$ cat src/design/cgs_pkg.sv
// Package for the clock generator status block: offsets, fields, reset
// values and the clock mode encoding.
// Assumes an 8-bit register port with byte-wide offsets.
package cgs_pkg;

    // Register offsets
    localparam logic [7:0] OFF_STATUS_MAIN = 8'h00;
    localparam logic [7:0] OFF_STATUS_OSC  = 8'h01;
    localparam logic [7:0] OFF_MODE_CTRL   = 8'h02;
    localparam logic [7:0] OFF_LOSS_CTRL   = 8'h03;
    localparam logic [7:0] OFF_IRQ_STAT    = 8'h04;
    localparam logic [7:0] OFF_IRQ_MASK    = 8'h05;

    // Main status field positions
    localparam int MODE_ST_HI = 7;
    localparam int MODE_ST_LO = 6;
    localparam int REF_ST_BIT = 5;
    localparam int LOL_BIT    = 4;
    localparam int LOCK_BIT   = 3;
    localparam int LOC_BIT    = 2;
    localparam int EXT_OK_BIT = 1;
    localparam int IRQF_BIT   = 0;

    // Oscillator status and control field positions
    localparam int OSC_ST_BIT  = 0;
    localparam int MODE_SEL_HI = 4;
    localparam int MODE_SEL_LO = 3;
    localparam int LOCK_LOSS_RESET_ENABLE_BIT   = 7;
    localparam int CLOCK_LOSS_RESET_ENABLE_BIT   = 3;

    // Event bits of the interrupt status register
    localparam int EV_IRQ_REQ  = 0;
    localparam int EV_RST_REQ  = 1;
    localparam int EV_OSC_UP   = 2;
    localparam int EV_MODE_CHG = 3;
    localparam int EV_W        = 4;

    // Reset values
    localparam logic [7:0]      MODE_CTRL_RST = 8'h00;
    localparam logic [7:0]      LOSS_CTRL_RST = 8'h00;
    localparam logic [EV_W-1:0] IRQ_MASK_RST  = 4'h0;

    // Stability check: tolerated count error change and samples needed
    localparam logic [7:0] UNLOCK_TOL     = 8'h02;
    localparam logic [1:0] STABLE_SAMPLES = 2'h2;

    // Clock modes, shared by select and status fields
    typedef enum logic [1:0] {
        CGS_SELF_CLOCKED = 2'h0,
        CGS_FLL_INT      = 2'h1,
        CGS_BYPASS_EXT   = 2'h2,
        CGS_FLL_EXT      = 2'h3
    } cgs_mode_t;

endpackage

$ cat src/design/cgs_sync2.sv
// Two-stage carrier that moves the requested mode into the generator
// domain timing; the first stage is read only by the second.
// Assumes a single clock and synchronous active-low reset.
`timescale 1ns/1ps
module cgs_sync2 #(
    parameter int W = 2
) (
    // Clock and reset
    input  wire logic         clk,
    input  wire logic         rst_b,
    // Data
    input  wire logic [W-1:0] d,
    output logic      [W-1:0] q
);

    logic [W-1:0] meta_q;

    // Two flops back to back
    always_ff @(posedge clk) begin
        if (!rst_b) begin
            meta_q <= '0;
            q      <= '0;
        end else begin
            meta_q <= d;
            q      <= meta_q;
        end
    end

endmodule

$ cat src/design/cgs_sticky.sv
// One sticky flag: set by hardware, cleared by a clear pulse.
// Set wins over clear so an event in the clearing cycle is kept.
`timescale 1ns/1ps
module cgs_sticky (
    // Clock and reset
    input  wire logic clk,
    input  wire logic rst_b,
    // Control
    input  wire logic set,
    input  wire logic clr,
    output logic      q
);

    always_ff @(posedge clk) begin
        if (!rst_b) begin
            q <= 1'b0;
        end else if (set) begin
            q <= 1'b1;
        end else if (clr) begin
            q <= 1'b0;
        end
    end

endmodule

$ cat src/design/cgs_status.sv
// Clock generator status block: mode status, lock and loss flags,
// interrupt flag with its clear sequence, oscillator stability.
// Assumes one clock, inputs synchronous to it, a simple register port.
//
// Decided for this implementation: the placing of the registers and strobed register access.
`timescale 1ns/1ps
module cgs_status (
    // Clock and reset
    input  wire logic       clk,
    input  wire logic       rst_b,
    // Register port
    input  wire logic [7:0] reg_addr,
    input  wire logic [7:0] reg_wdata,
    input  wire logic       reg_wr,
    input  wire logic       reg_rd,
    output logic      [7:0] reg_rdata,
    // Clock generator status inputs
    input  wire logic       gen_off,
    input  wire logic       fll_locked,
    input  wire logic       lock_lost,
    input  wire logic       clock_lost,
    input  wire logic       crystal_selected,
    input  wire logic       ext_ref_ok,
    input  wire logic       osc_sample,
    input  wire logic [7:0] osc_count_err,
    input  wire logic       osc_toggling,
    // Outputs to the generator and system
    output logic      [1:0] clock_mode,
    output logic            osc_monitor_en,
    output logic            reset_req,
    output logic            irq
);

    // Mode sequencing states
    typedef enum logic [1:0] {
        CGS_ST_OFF,
        CGS_ST_WAIT,
        CGS_ST_RUN
    } cgs_state_t;

    cgs_state_t            state_q;
    logic [7:0]            mode_ctrl_q;
    logic [7:0]            loss_ctrl_q;
    logic [1:0]            mode_req_s;
    logic [1:0]            mode_q;
    logic [1:0]            mode_d;
    logic                  lock_q;
    logic                  ref_q;
    logic                  ext_ok_q;
    logic                  lol_flag;
    logic                  loc_flag;
    logic                  irqf_q;
    logic                  armed_q;
    logic                  osc_stable_q;
    logic [7:0]            prev_err_q;
    logic [1:0]            good_cnt_q;
    logic [7:0]            err_delta;
    logic                  sample_good;
    logic [cgs_pkg::EV_W-1:0] ev_stat_q;
    logic [cgs_pkg::EV_W-1:0] ev_mask_q;
    logic [cgs_pkg::EV_W-1:0] ev_set;
    logic [cgs_pkg::EV_W-1:0] ev_stat_d;
    logic                  wr_main;
    logic                  rd_main;
    logic                  irq_event;
    logic                  rst_event;
    logic                  clear_done;
    logic                  osc_was_q;
    logic [7:0]            status_main;
    logic                  fll_mode;

    // Register port decode
    assign wr_main = reg_wr && (reg_addr == cgs_pkg::OFF_STATUS_MAIN);
    assign rd_main = reg_rd && (reg_addr == cgs_pkg::OFF_STATUS_MAIN);

    // Control registers; mode select is a plain stored field
    always_ff @(posedge clk) begin
        if (!rst_b) begin
            mode_ctrl_q <= cgs_pkg::MODE_CTRL_RST;
            loss_ctrl_q <= cgs_pkg::LOSS_CTRL_RST;
        end else if (reg_wr) begin
            if (reg_addr == cgs_pkg::OFF_MODE_CTRL) begin
                mode_ctrl_q <= reg_wdata & 8'h18;
            end
            if (reg_addr == cgs_pkg::OFF_LOSS_CTRL) begin
                loss_ctrl_q <= reg_wdata & 8'h88;
            end
        end
    end

    // Requested mode crosses two stages before the sequencer sees it
    cgs_sync2 #(.W(2)) u_mode_sync (
        .clk   (clk),
        .rst_b (rst_b),
        .d     (mode_ctrl_q[cgs_pkg::MODE_SEL_HI:cgs_pkg::MODE_SEL_LO]),
        .q     (mode_req_s)
    );

    // Next mode: bypass waits for a good external reference
    always_comb begin
        mode_d = mode_q;
        if (mode_req_s == cgs_pkg::CGS_BYPASS_EXT) begin
            if (ext_ok_q) begin
                mode_d = mode_req_s;
            end
        end else begin
            mode_d = mode_req_s;
        end
    end

    // Mode sequencer; off holds self-clocked status
    always_ff @(posedge clk) begin
        if (!rst_b) begin
            state_q <= CGS_ST_RUN;
            mode_q  <= cgs_pkg::CGS_SELF_CLOCKED;
        end else begin
            unique case (state_q)
                CGS_ST_OFF: begin
                    mode_q <= cgs_pkg::CGS_SELF_CLOCKED;
                    if (!gen_off) begin
                        state_q <= mode_req_s[0] ? CGS_ST_WAIT : CGS_ST_RUN;
                    end
                end
                CGS_ST_WAIT: begin
                    // Stay self-clocked until the oscillator settles
                    if (gen_off) begin
                        state_q <= CGS_ST_OFF;
                    end else if (osc_stable_q) begin
                        state_q <= CGS_ST_RUN;
                        mode_q  <= mode_d;
                    end
                end
                CGS_ST_RUN: begin
                    if (gen_off) begin
                        state_q <= CGS_ST_OFF;
                        mode_q  <= cgs_pkg::CGS_SELF_CLOCKED;
                    end else begin
                        mode_q <= mode_d;
                    end
                end
                // An unused state code falls back to off, the safe place to restart
                default: begin
                    state_q <= CGS_ST_OFF;
                end
            endcase
        end
    end

    assign fll_mode = (mode_q == cgs_pkg::CGS_FLL_INT) ||
                      (mode_q == cgs_pkg::CGS_FLL_EXT);

    // Live status bits sampled from the generator
    always_ff @(posedge clk) begin
        if (!rst_b) begin
            lock_q   <= 1'b0;
            ref_q    <= 1'b0;
            ext_ok_q <= 1'b0;
        end else begin
            lock_q   <= fll_locked && fll_mode && (state_q == CGS_ST_RUN) && !gen_off;
            ref_q    <= crystal_selected;
            ext_ok_q <= ext_ref_ok;
        end
    end

    // Oscillator stability: change of count error between samples
    assign err_delta = (osc_count_err >= prev_err_q) ?
                       (osc_count_err - prev_err_q) : (prev_err_q - osc_count_err);
    assign sample_good = err_delta <= cgs_pkg::UNLOCK_TOL;

    always_ff @(posedge clk) begin
        if (!rst_b) begin
            prev_err_q   <= 8'h00;
            good_cnt_q   <= 2'h0;
            osc_stable_q <= 1'b0;
        end else if (gen_off || !osc_toggling) begin
            // A static clock or the off state drops stability at once
            good_cnt_q   <= 2'h0;
            osc_stable_q <= 1'b0;
        end else if (osc_sample) begin
            prev_err_q <= osc_count_err;
            if (!sample_good) begin
                good_cnt_q   <= 2'h0;
                osc_stable_q <= 1'b0;
            end else if (good_cnt_q < cgs_pkg::STABLE_SAMPLES) begin
                good_cnt_q <= good_cnt_q + 2'h1;
                osc_stable_q <= (good_cnt_q + 2'h1) == cgs_pkg::STABLE_SAMPLES;
            end
        end
    end

    // Loss events pick interrupt or reset from their enables
    assign irq_event = (lock_lost && !loss_ctrl_q[cgs_pkg::LOCK_LOSS_RESET_ENABLE_BIT]) ||
                       (clock_lost && !loss_ctrl_q[cgs_pkg::CLOCK_LOSS_RESET_ENABLE_BIT]);
    assign rst_event = (lock_lost && loss_ctrl_q[cgs_pkg::LOCK_LOSS_RESET_ENABLE_BIT]) ||
                       (clock_lost && loss_ctrl_q[cgs_pkg::CLOCK_LOSS_RESET_ENABLE_BIT]);

    // Clear completes on a write of one after an armed read
    assign clear_done = wr_main && reg_wdata[cgs_pkg::IRQF_BIT] && armed_q;

    // Sticky loss flags, released by a completed clear sequence
    cgs_sticky u_lol (
        .clk   (clk),
        .rst_b (rst_b),
        .set   (lock_lost),
        .clr   (clear_done),
        .q     (lol_flag)
    );

    cgs_sticky u_loc (
        .clk   (clk),
        .rst_b (rst_b),
        .set   (clock_lost),
        .clr   (clear_done),
        .q     (loc_flag)
    );

    // Interrupt flag and its two-step clear
    always_ff @(posedge clk) begin
        if (!rst_b) begin
            irqf_q  <= 1'b0;
            armed_q <= 1'b0;
        end else if (irq_event) begin
            irqf_q  <= 1'b1;
            armed_q <= 1'b0;
        end else if (clear_done) begin
            irqf_q  <= 1'b0;
            armed_q <= 1'b0;
        end else if (rd_main && irqf_q) begin
            armed_q <= 1'b1;
        end
    end

    // Reset request pulse towards the system
    always_ff @(posedge clk) begin
        if (!rst_b) begin
            reset_req <= 1'b0;
        end else begin
            reset_req <= rst_event;
        end
    end

    // Mode and monitor enable drive the generator from flops
    always_ff @(posedge clk) begin
        if (!rst_b) begin
            clock_mode     <= cgs_pkg::CGS_SELF_CLOCKED;
            osc_monitor_en <= 1'b0;
            osc_was_q      <= 1'b0;
        end else begin
            clock_mode     <= mode_q;
            osc_monitor_en <= (mode_q == cgs_pkg::CGS_SELF_CLOCKED) &&
                              osc_stable_q && !gen_off;
            osc_was_q      <= osc_stable_q;
        end
    end

    // Event sources for the system interrupt status
    always_comb begin
        ev_set = '0;
        ev_set[cgs_pkg::EV_IRQ_REQ]  = irq_event;
        ev_set[cgs_pkg::EV_RST_REQ]  = rst_event;
        ev_set[cgs_pkg::EV_OSC_UP]   = osc_stable_q && !osc_was_q;
        ev_set[cgs_pkg::EV_MODE_CHG] = mode_q != clock_mode;
    end

    // Read clears the status; an event in the same cycle survives
    always_comb begin
        ev_stat_d = ev_stat_q;
        if (reg_rd && (reg_addr == cgs_pkg::OFF_IRQ_STAT)) begin
            ev_stat_d = '0;
        end
        ev_stat_d = ev_stat_d | ev_set;
    end

    always_ff @(posedge clk) begin
        if (!rst_b) begin
            ev_stat_q <= '0;
            ev_mask_q <= cgs_pkg::IRQ_MASK_RST;
            irq       <= 1'b0;
        end else begin
            ev_stat_q <= ev_stat_d;
            if (reg_wr && (reg_addr == cgs_pkg::OFF_IRQ_MASK)) begin
                ev_mask_q <= reg_wdata[cgs_pkg::EV_W-1:0];
            end
            // Uses the next status so the level tracks without extra lag
            irq <= |(ev_stat_d & ev_mask_q);
        end
    end

    // Main status word; only the flag bit takes writes elsewhere
    always_comb begin
        status_main = 8'h00;
        status_main[cgs_pkg::MODE_ST_HI:cgs_pkg::MODE_ST_LO] = mode_q;
        status_main[cgs_pkg::REF_ST_BIT] = ref_q;
        status_main[cgs_pkg::LOL_BIT]    = lol_flag;
        // Gated by the shown mode: lock_q lags a mode switch by one cycle
        status_main[cgs_pkg::LOCK_BIT]   = lock_q && fll_mode;
        status_main[cgs_pkg::LOC_BIT]    = loc_flag;
        status_main[cgs_pkg::EXT_OK_BIT] = ext_ok_q;
        status_main[cgs_pkg::IRQF_BIT]   = irqf_q;
    end

    // Read data one cycle after the strobe, zero otherwise
    always_ff @(posedge clk) begin
        if (!rst_b) begin
            reg_rdata <= 8'h00;
        end else if (reg_rd) begin
            unique case (reg_addr)
                cgs_pkg::OFF_STATUS_MAIN: reg_rdata <= status_main;
                cgs_pkg::OFF_STATUS_OSC:  reg_rdata <= {7'h00, osc_stable_q};
                cgs_pkg::OFF_MODE_CTRL:   reg_rdata <= mode_ctrl_q;
                cgs_pkg::OFF_LOSS_CTRL:   reg_rdata <= loss_ctrl_q;
                cgs_pkg::OFF_IRQ_STAT:    reg_rdata <= {4'h0, ev_stat_q};
                cgs_pkg::OFF_IRQ_MASK:    reg_rdata <= {4'h0, ev_mask_q};
                default:                  reg_rdata <= 8'h00;
            endcase
        end else begin
            reg_rdata <= 8'h00;
        end
    end

endmodule

$ cat config.mk
export PLATFORM = sky130hd
export DESIGN_NAME = cgs_status
export DESIGN_NICKNAME = d
export VERILOG_FILES = /design/src/design/cgs_pkg.sv /design/src/design/cgs_sync2.sv /design/src/design/cgs_sticky.sv /design/src/design/cgs_status.sv
export SDC_FILE = /design/constraint.sdc
export NUM_CORES = 1
export LEC_CHECK = 0
export BUFFER_PORTS_ARGS = -buffer_cell sky130_fd_sc_hd__clkbuf_2
export CORE_MARGIN = 2
export CORE_UTILIZATION = 29
export DETAILED_ROUTE_END_ITERATION = 8
export HOLD_SLACK_MARGIN = 0.03
export PLACE_DENSITY = 0.53
export SLEW_MARGIN = 20
export SYNTH_ARGS = -nofsm -noshare
export SYNTH_HDL_FRONTEND = slang
export SYNTH_SLANG_ARGS = --single-unit
$ cat constraint.sdc
create_clock -name clk -period 3 [get_ports clk]
set_clock_uncertainty 0.05 [all_clocks]
set_input_delay 0.45 -clock clk [delete_from_list [all_inputs] [get_ports clk]]
set_output_delay 0.45 -clock clk [all_outputs]
set_load 0.01 [all_outputs]
Word-level counts from Yosys, hierarchy flattened --
Index checks and enable logic that the tools add are counted.
Cells by class: $lt $le $gt $ge 3, add/sub/neg operators 3, equality and inequality tests 18, divide/modulo/power cells 0, multipliers 0, bitwise gates (word level) 4, mux-type cells 23, shift-type cells 0, reduce and logical (&&, ||, !) cells 44
Operators with widths (number):
- case mux 8 bit (6 select lines) | 1
- two-way mux 2 bit | 12
- logical AND 1 bit | 18
- equality test 8 x 2 -> 1 bit (second input constant) | 2
- equality test 8 x 3 -> 1 bit (second input constant) | 2
- subtractor 8 bit | 2
- case mux 2 bit (3 select lines) | 2
- AND reduction 2 bit | 5
- equality test 2 bit (second input constant) | 4
- equality test 8 x 1 -> 1 bit (second input constant) | 1
- >= comparator 8 bit | 1
- <= comparator 8 x 2 -> 1 bit (second input constant) | 1
- zero test 8 bit | 1
- two-way mux 8 bit | 1
- != test 2 bit (second input constant) | 4
- two-way mux 1 bit | 6
- AND reduction 3 bit | 2
- nonzero test 2 bit | 3
- zero test 1 bit | 5
- bitwise AND 4 bit | 1
- equality test 2 x 1 -> 1 bit (second input constant) | 2
- zero test 2 bit | 2
- logical OR 1 bit | 4
- two-way mux 4 bit | 1
- other kinds (11) | 12
Word-level totals: register bits 52, output and inout port bits 13, bits in latches 0, ROM bits 0, bits of input ports 36, bits in writable memories 0, memories 0, logic and storage cells 119

Longest topological paths before layout --
depth after elaboration 6, mapped depth 10, mapped depth without buffers 10

Modules after synthesis --
Synthesis repeated with hierarchy kept, for this count alone.
Second synthesis, totals: cell total of the unflattened synthesis 351, area total of the unflattened synthesis 2910.3 µm²
By module, submodules not included:
- cgs_status | area an instance 2722.6 µm², cells each 337, instances 1, sequential area each 920.9 µm²
- cgs_sync2 | area an instance 105.1 µm², cells each 8, instances 1, sequential area each 80.1 µm²
- cgs_sticky | area an instance 41.3 µm², cells each 3, instances 2, sequential area each 20.0 µm²

Worst setup path before layout --
No wires, ideal clock.
kind input-to-reg, start input port osc_count_err[0], end register good_cnt_q[1], setup time 86 ps, stages on the path 8, required time 2864 ps, arrival 2346 ps, setup slack 518 ps, path buffers 0, cell sequence inv_1 -> ha_1 -> fa_1 -> o22ai_1 -> a2111oi_2 -> o2111ai_1 -> o32a_1 -> a221oi_2
Between the ends: longest elaborated chain between the ends 5, elaborated cells on any way between the ends 8
Ends and longest elaborated chain:
- start, declared | RTL line cgs_status.sv:25 | input wire logic [7:0] osc_count_err,
- subtractor 8 bit / >= comparator 8 bit (equally long branches) | RTL line cgs_status.sv:167, cgs_status.sv:166
- two-way mux 8 bit (*) | RTL line cgs_status.sv:166 | assign err_delta = (osc_count_err >= prev_err_q) ?
- <= comparator 8 x 2 -> 1 bit (*) | RTL line cgs_status.sv:168 | assign sample_good = err_delta <= cgs_pkg::UNLOCK_TOL;
- != test 2 x 1 -> 1 bit (no source line)
- AND reduction 2 bit (no source line)
- end signal, assigned | RTL line cgs_status.sv:185 | good_cnt_q <= good_cnt_q + 2'h1;
- end, declared | RTL line cgs_status.sv:56 | logic [1:0] good_cnt_q;
Every way passes the cells marked *; elsewhere a longest branch is shown, timed or not. A chain may end at the register's enable or synchronous reset.

Final worst setup path --
start register prev_err_q[0], end register good_cnt_q[1]
Between the ends: longest elaborated chain between the ends 5, elaborated cells on any way between the ends 8
Ends and longest elaborated chain:
- start, declared | RTL line cgs_status.sv:55 | logic [7:0] prev_err_q;
- start signal, assigned | RTL line cgs_status.sv:180 | prev_err_q <= osc_count_err;
- subtractor 8 bit / >= comparator 8 bit (equally long branches) | RTL line cgs_status.sv:167, cgs_status.sv:166
- two-way mux 8 bit (*) | RTL line cgs_status.sv:166
- <= comparator 8 x 2 -> 1 bit (*) | RTL line cgs_status.sv:168
- != test 2 x 1 -> 1 bit (no source line)
- AND reduction 2 bit (no source line)
Marked as above.

==> summary.txt <==
Placed design
  • DP Worst Slack: around 0.14 ns
  • Placer Congestion: roughly 0.84
  • Placed Cells: 500
  • Post-Place Cell Area: ~3200 um2
  • DP Wirelength: slightly above 5 mm
  • I/O Buffers: 46

STA
  • Fmax: approximately 390 MHz
  • Slew @ Worst Pin: 0.633 ns
  • Sum Neg Setup Slack: 0 ns
  • Final Hold Fails: 0
  • Relative max-transition margin: 0.577
  • Final setup margin: between 0.4 and 0.5 ns
  • RSZ-0062 raised after global routing: false
  • Setup violations, final: 0
  • Tcrit/Tclk final: 0.863
  • Final hold slack: ~0.3 ns
  • Tmin final: about 2.6 ns
  • Max Slew Vio Count: 0

Route
  • 1st-iter DRT viols: 74
  • Antenna-violating nets left: 0
  • Vias: roughly 2400
  • WL/cell: 13.2 um
  • Routed vias/inst: 4.71
  • Post-Route WL: 6.72 mm
  • DRT Pass-1 Iters: 4
  • DRC viols: 0

Layout
  • Post-Layout Inst Area: 3310 um2
  • Multi-input logic area: about 1700 um2
  • # diodes: 0
  • Area Growth Syn to Fin: 15.3%
  • # fillers: about 1000
  • Fin nets: around 430
  • Layout cell share with drive strength beyond 1: 0.165
  • Final non-filler cell total: around 510
  • Flip-flop and latch area: around 1000 um2

Worst setup path
  • CP Capture Type: flop
  • WP data arrival: 2.77 ns
  • CP required: 3.18 ns
  • CP max FO: 3
  • CP Class: flop to flop
  • CP Launch Type: flop

Yosys
  • Yosys top cell area share: 0.363
  • Seq cells post-synth: between 50 and 60
  • Syn Area/Cell: between 8 and 9 um2
  • Number of flops mapped to enable cells by yosys: 0
  • Net Count, Synth: about 400
  • Sequential area share after synthesis: 0.363
  • Dominant cell type by area after synthesis: dfxtp_1
  • Post-Synthesis Cells: 332
  • Synth Cell Area: roughly 2900 um2
  • Area contributors post-synth: dfxtp_1 36%, ha_1 8.7%, and2_1 4.8%, mux2i_1 4.5%, nor2b_1 3.7%
  • Top_reg_cell synth: dfxtp_1
  • Post-synth ARST share: 0
  • Post-synthesis cell type count: 53
  • Synth Warn #: 0

Min path
  • Hold Crit Class: primary input to flop

Clock network
  • Post-cts sizing count: 0
  • CTS tree: yes
  • Clock latency on the worst-skew pair: between 0.3 and 0.4 ns
  • Clock Pin Slew Worst Setup and Hold Paths: about 0.10 ns
  • Root Buffer: clkbuf_8
  • H-tree depth: 2
  • Largest buffer count on any clock path: 2
  • Clk sinks: 52
  • Hold_buf cts: 0
  • CTS Buf Count: 5
  • Setup Fix Bufs, Post-CTS: 0

Global route
  • Largest net degree at the start of global routing: 29
  • GRT Total Usage: 0.131
  • First-pass GRT wire length: about 11 mm
  • Vias in the first global route: 2325
  • Initial antenna violation count: 0
  • Global route overflow: 0

Die
  • Core area: roughly 9700 um2
  • Die Wd: ~100 um
  • Die Ht: 103 um
  • Rows: 36
  • Starting Density: 0.296
  • Full die area: between 10000 and 15000 um2
  • Boundary Pins: 49

Pwr
  • Max VDD drop: roughly 0.00016 V
  • Power Dens Cells: roughly 400 nW/um2
  • Pleak: around 0.0014 uW

Run
  • Max Cap Violations: 0

Run status
  • Status: complete, no violations
cells in the final DEF, fill, tap and decap left out, drive strengths merged, types with 2 or more instances in the layout:
cell and count:
o21ai 22, nand3b 5, clkinv 2, a211o 2
clkbuf 51, o22ai 3, a31oi 4, nor3 3
a21oi 18, nor2b 17, a22oi 7, or3 3
dfxtp 52, nor2 18, nor4 2, and3 3
a32oi 3, a21boi 4, a21o 3, mux2i 13
mux2 3, inv 29, a2111oi 2, xor2 2
nand2b 9, o2bb2ai 2, and2 22, nand3 6
fa 2, nand2 22, xnor2 3, ha 20
nand4 2
cell families after synthesis:
logic type / count (synthesis) / share of synthesized area
muxes: 16 / 0.0572
adders and majority gates: 22 / 0.101
AOI/OAI and AO/OA: 81 / 0.186
xor gates and xnor gates: 5 / 0.0153
DFF: 52 / 0.363
and+or+nand+nor: 116 / 0.221
buffers and inverters: 40 / 0.0563
flip-flops by register name, indices dropped and copies added (netlist names), 4 cells and up:
signal / flops
prev_err_q: 8
reg_rdata: 8
ev_mask_q: 4
ev_stat_q: 4
critical path: stages, from the launching register on:
cell,delay [ns]
dfxtp_1,0.34
ha_1,0.22
fa_1,0.41
nand2b_1,0.18
a21oi_1,0.23
a31oi_1,0.12
o21ai_1,0.23
o211ai_1,0.12
o32a_1,0.35
a221oi_2,0.27
worst paths after layout:
path / cells after the start / end / slack, ns / startpoint
worst max-delay path: 9 / good_cnt_q[1]$_SDFFE_PP0P_ / 0.41 / prev_err_q[0]$_SDFFE_PN0P_
worst min-delay path: 2 / ref_q$_SDFF_PN0_ / 0.30 / crystal_selected
worst max register to register: 9 / good_cnt_q[1]$_SDFFE_PP0P_ / 0.41 / prev_err_q[0]$_SDFFE_PN0P_
worst min register to register: 1 / u_mode_sync.q[0]$_SDFF_PN0_ / 0.39 / u_mode_sync.meta_q[0]$_SDFF_PN0_
metrics by stage:
| step | power [uW] | utilization |
|---|---|---|
| after CTS | 1350 | 0.341 |
| after global routing | 1400 | 0.341 |
| after global placement | 918 | 0.332 |
| final | 1330 | 0.341 |
| after detailed placement | 920 | 0.332 |
| after floorplan | 859 | - |
power breakdown:
group	internal, uW	total [uW]	leakage [uW]	switching (uW)
registers	701	708	0.000422	7.63
logic	85.4	197	0.000901	111
clock network	168	427	0.0000485	259
synthesized netlist by cell type, types with 2 or more instances:
library cell / n
clkbuf_1: 8
a31oi_1: 4
or3_1: 3
dfxtp_1: 52
a21o_1: 3
a21oi_1: 18
a32oi_1: 3
o21ai_0: 18
nor2_1: 17
mux2_2: 3
o2bb2ai_1: 2
mux2i_1: 13
o21ai_1: 4
nand4_1: 2
xor2_1: 2
nand2b_1: 9
xnor2_1: 3
a21boi_0: 3
buf_2: 3
and3_1: 3
o22ai_1: 3
nand2_1: 22
nand3b_1: 5
a211o_1: 2
nand3_1: 6
fa_1: 2
nor3_1: 3
ha_1: 20
nor4_1: 2
nor2b_1: 17
inv_1: 28
a22oi_1: 7
and2_1: 22
routing by layer:
metal / vias to the layer above / global-route usage / part of all wire
met5: - / 0 / 0
met4: 0 / 0.0364 / 0.0095
met3: 6 / 0.0269 / 0.033
met2: 38 / 0.210 / 0.45
met1: 1118 / 0.180 / 0.51
li1: 1233 / - / -
area by class of cell:
type / count / area share
repair buffers: 47 / 0.0719
well taps: 133 / 0.0503
flip-flops and latches: 52 / 0.315
inverters: 28 / 0.0318
clock buffers: 5 / 0.0208
multi-input cells: 240 / 0.503
clock inverters: 3 / 0.00681
Power figures use the tool's default switching activity.
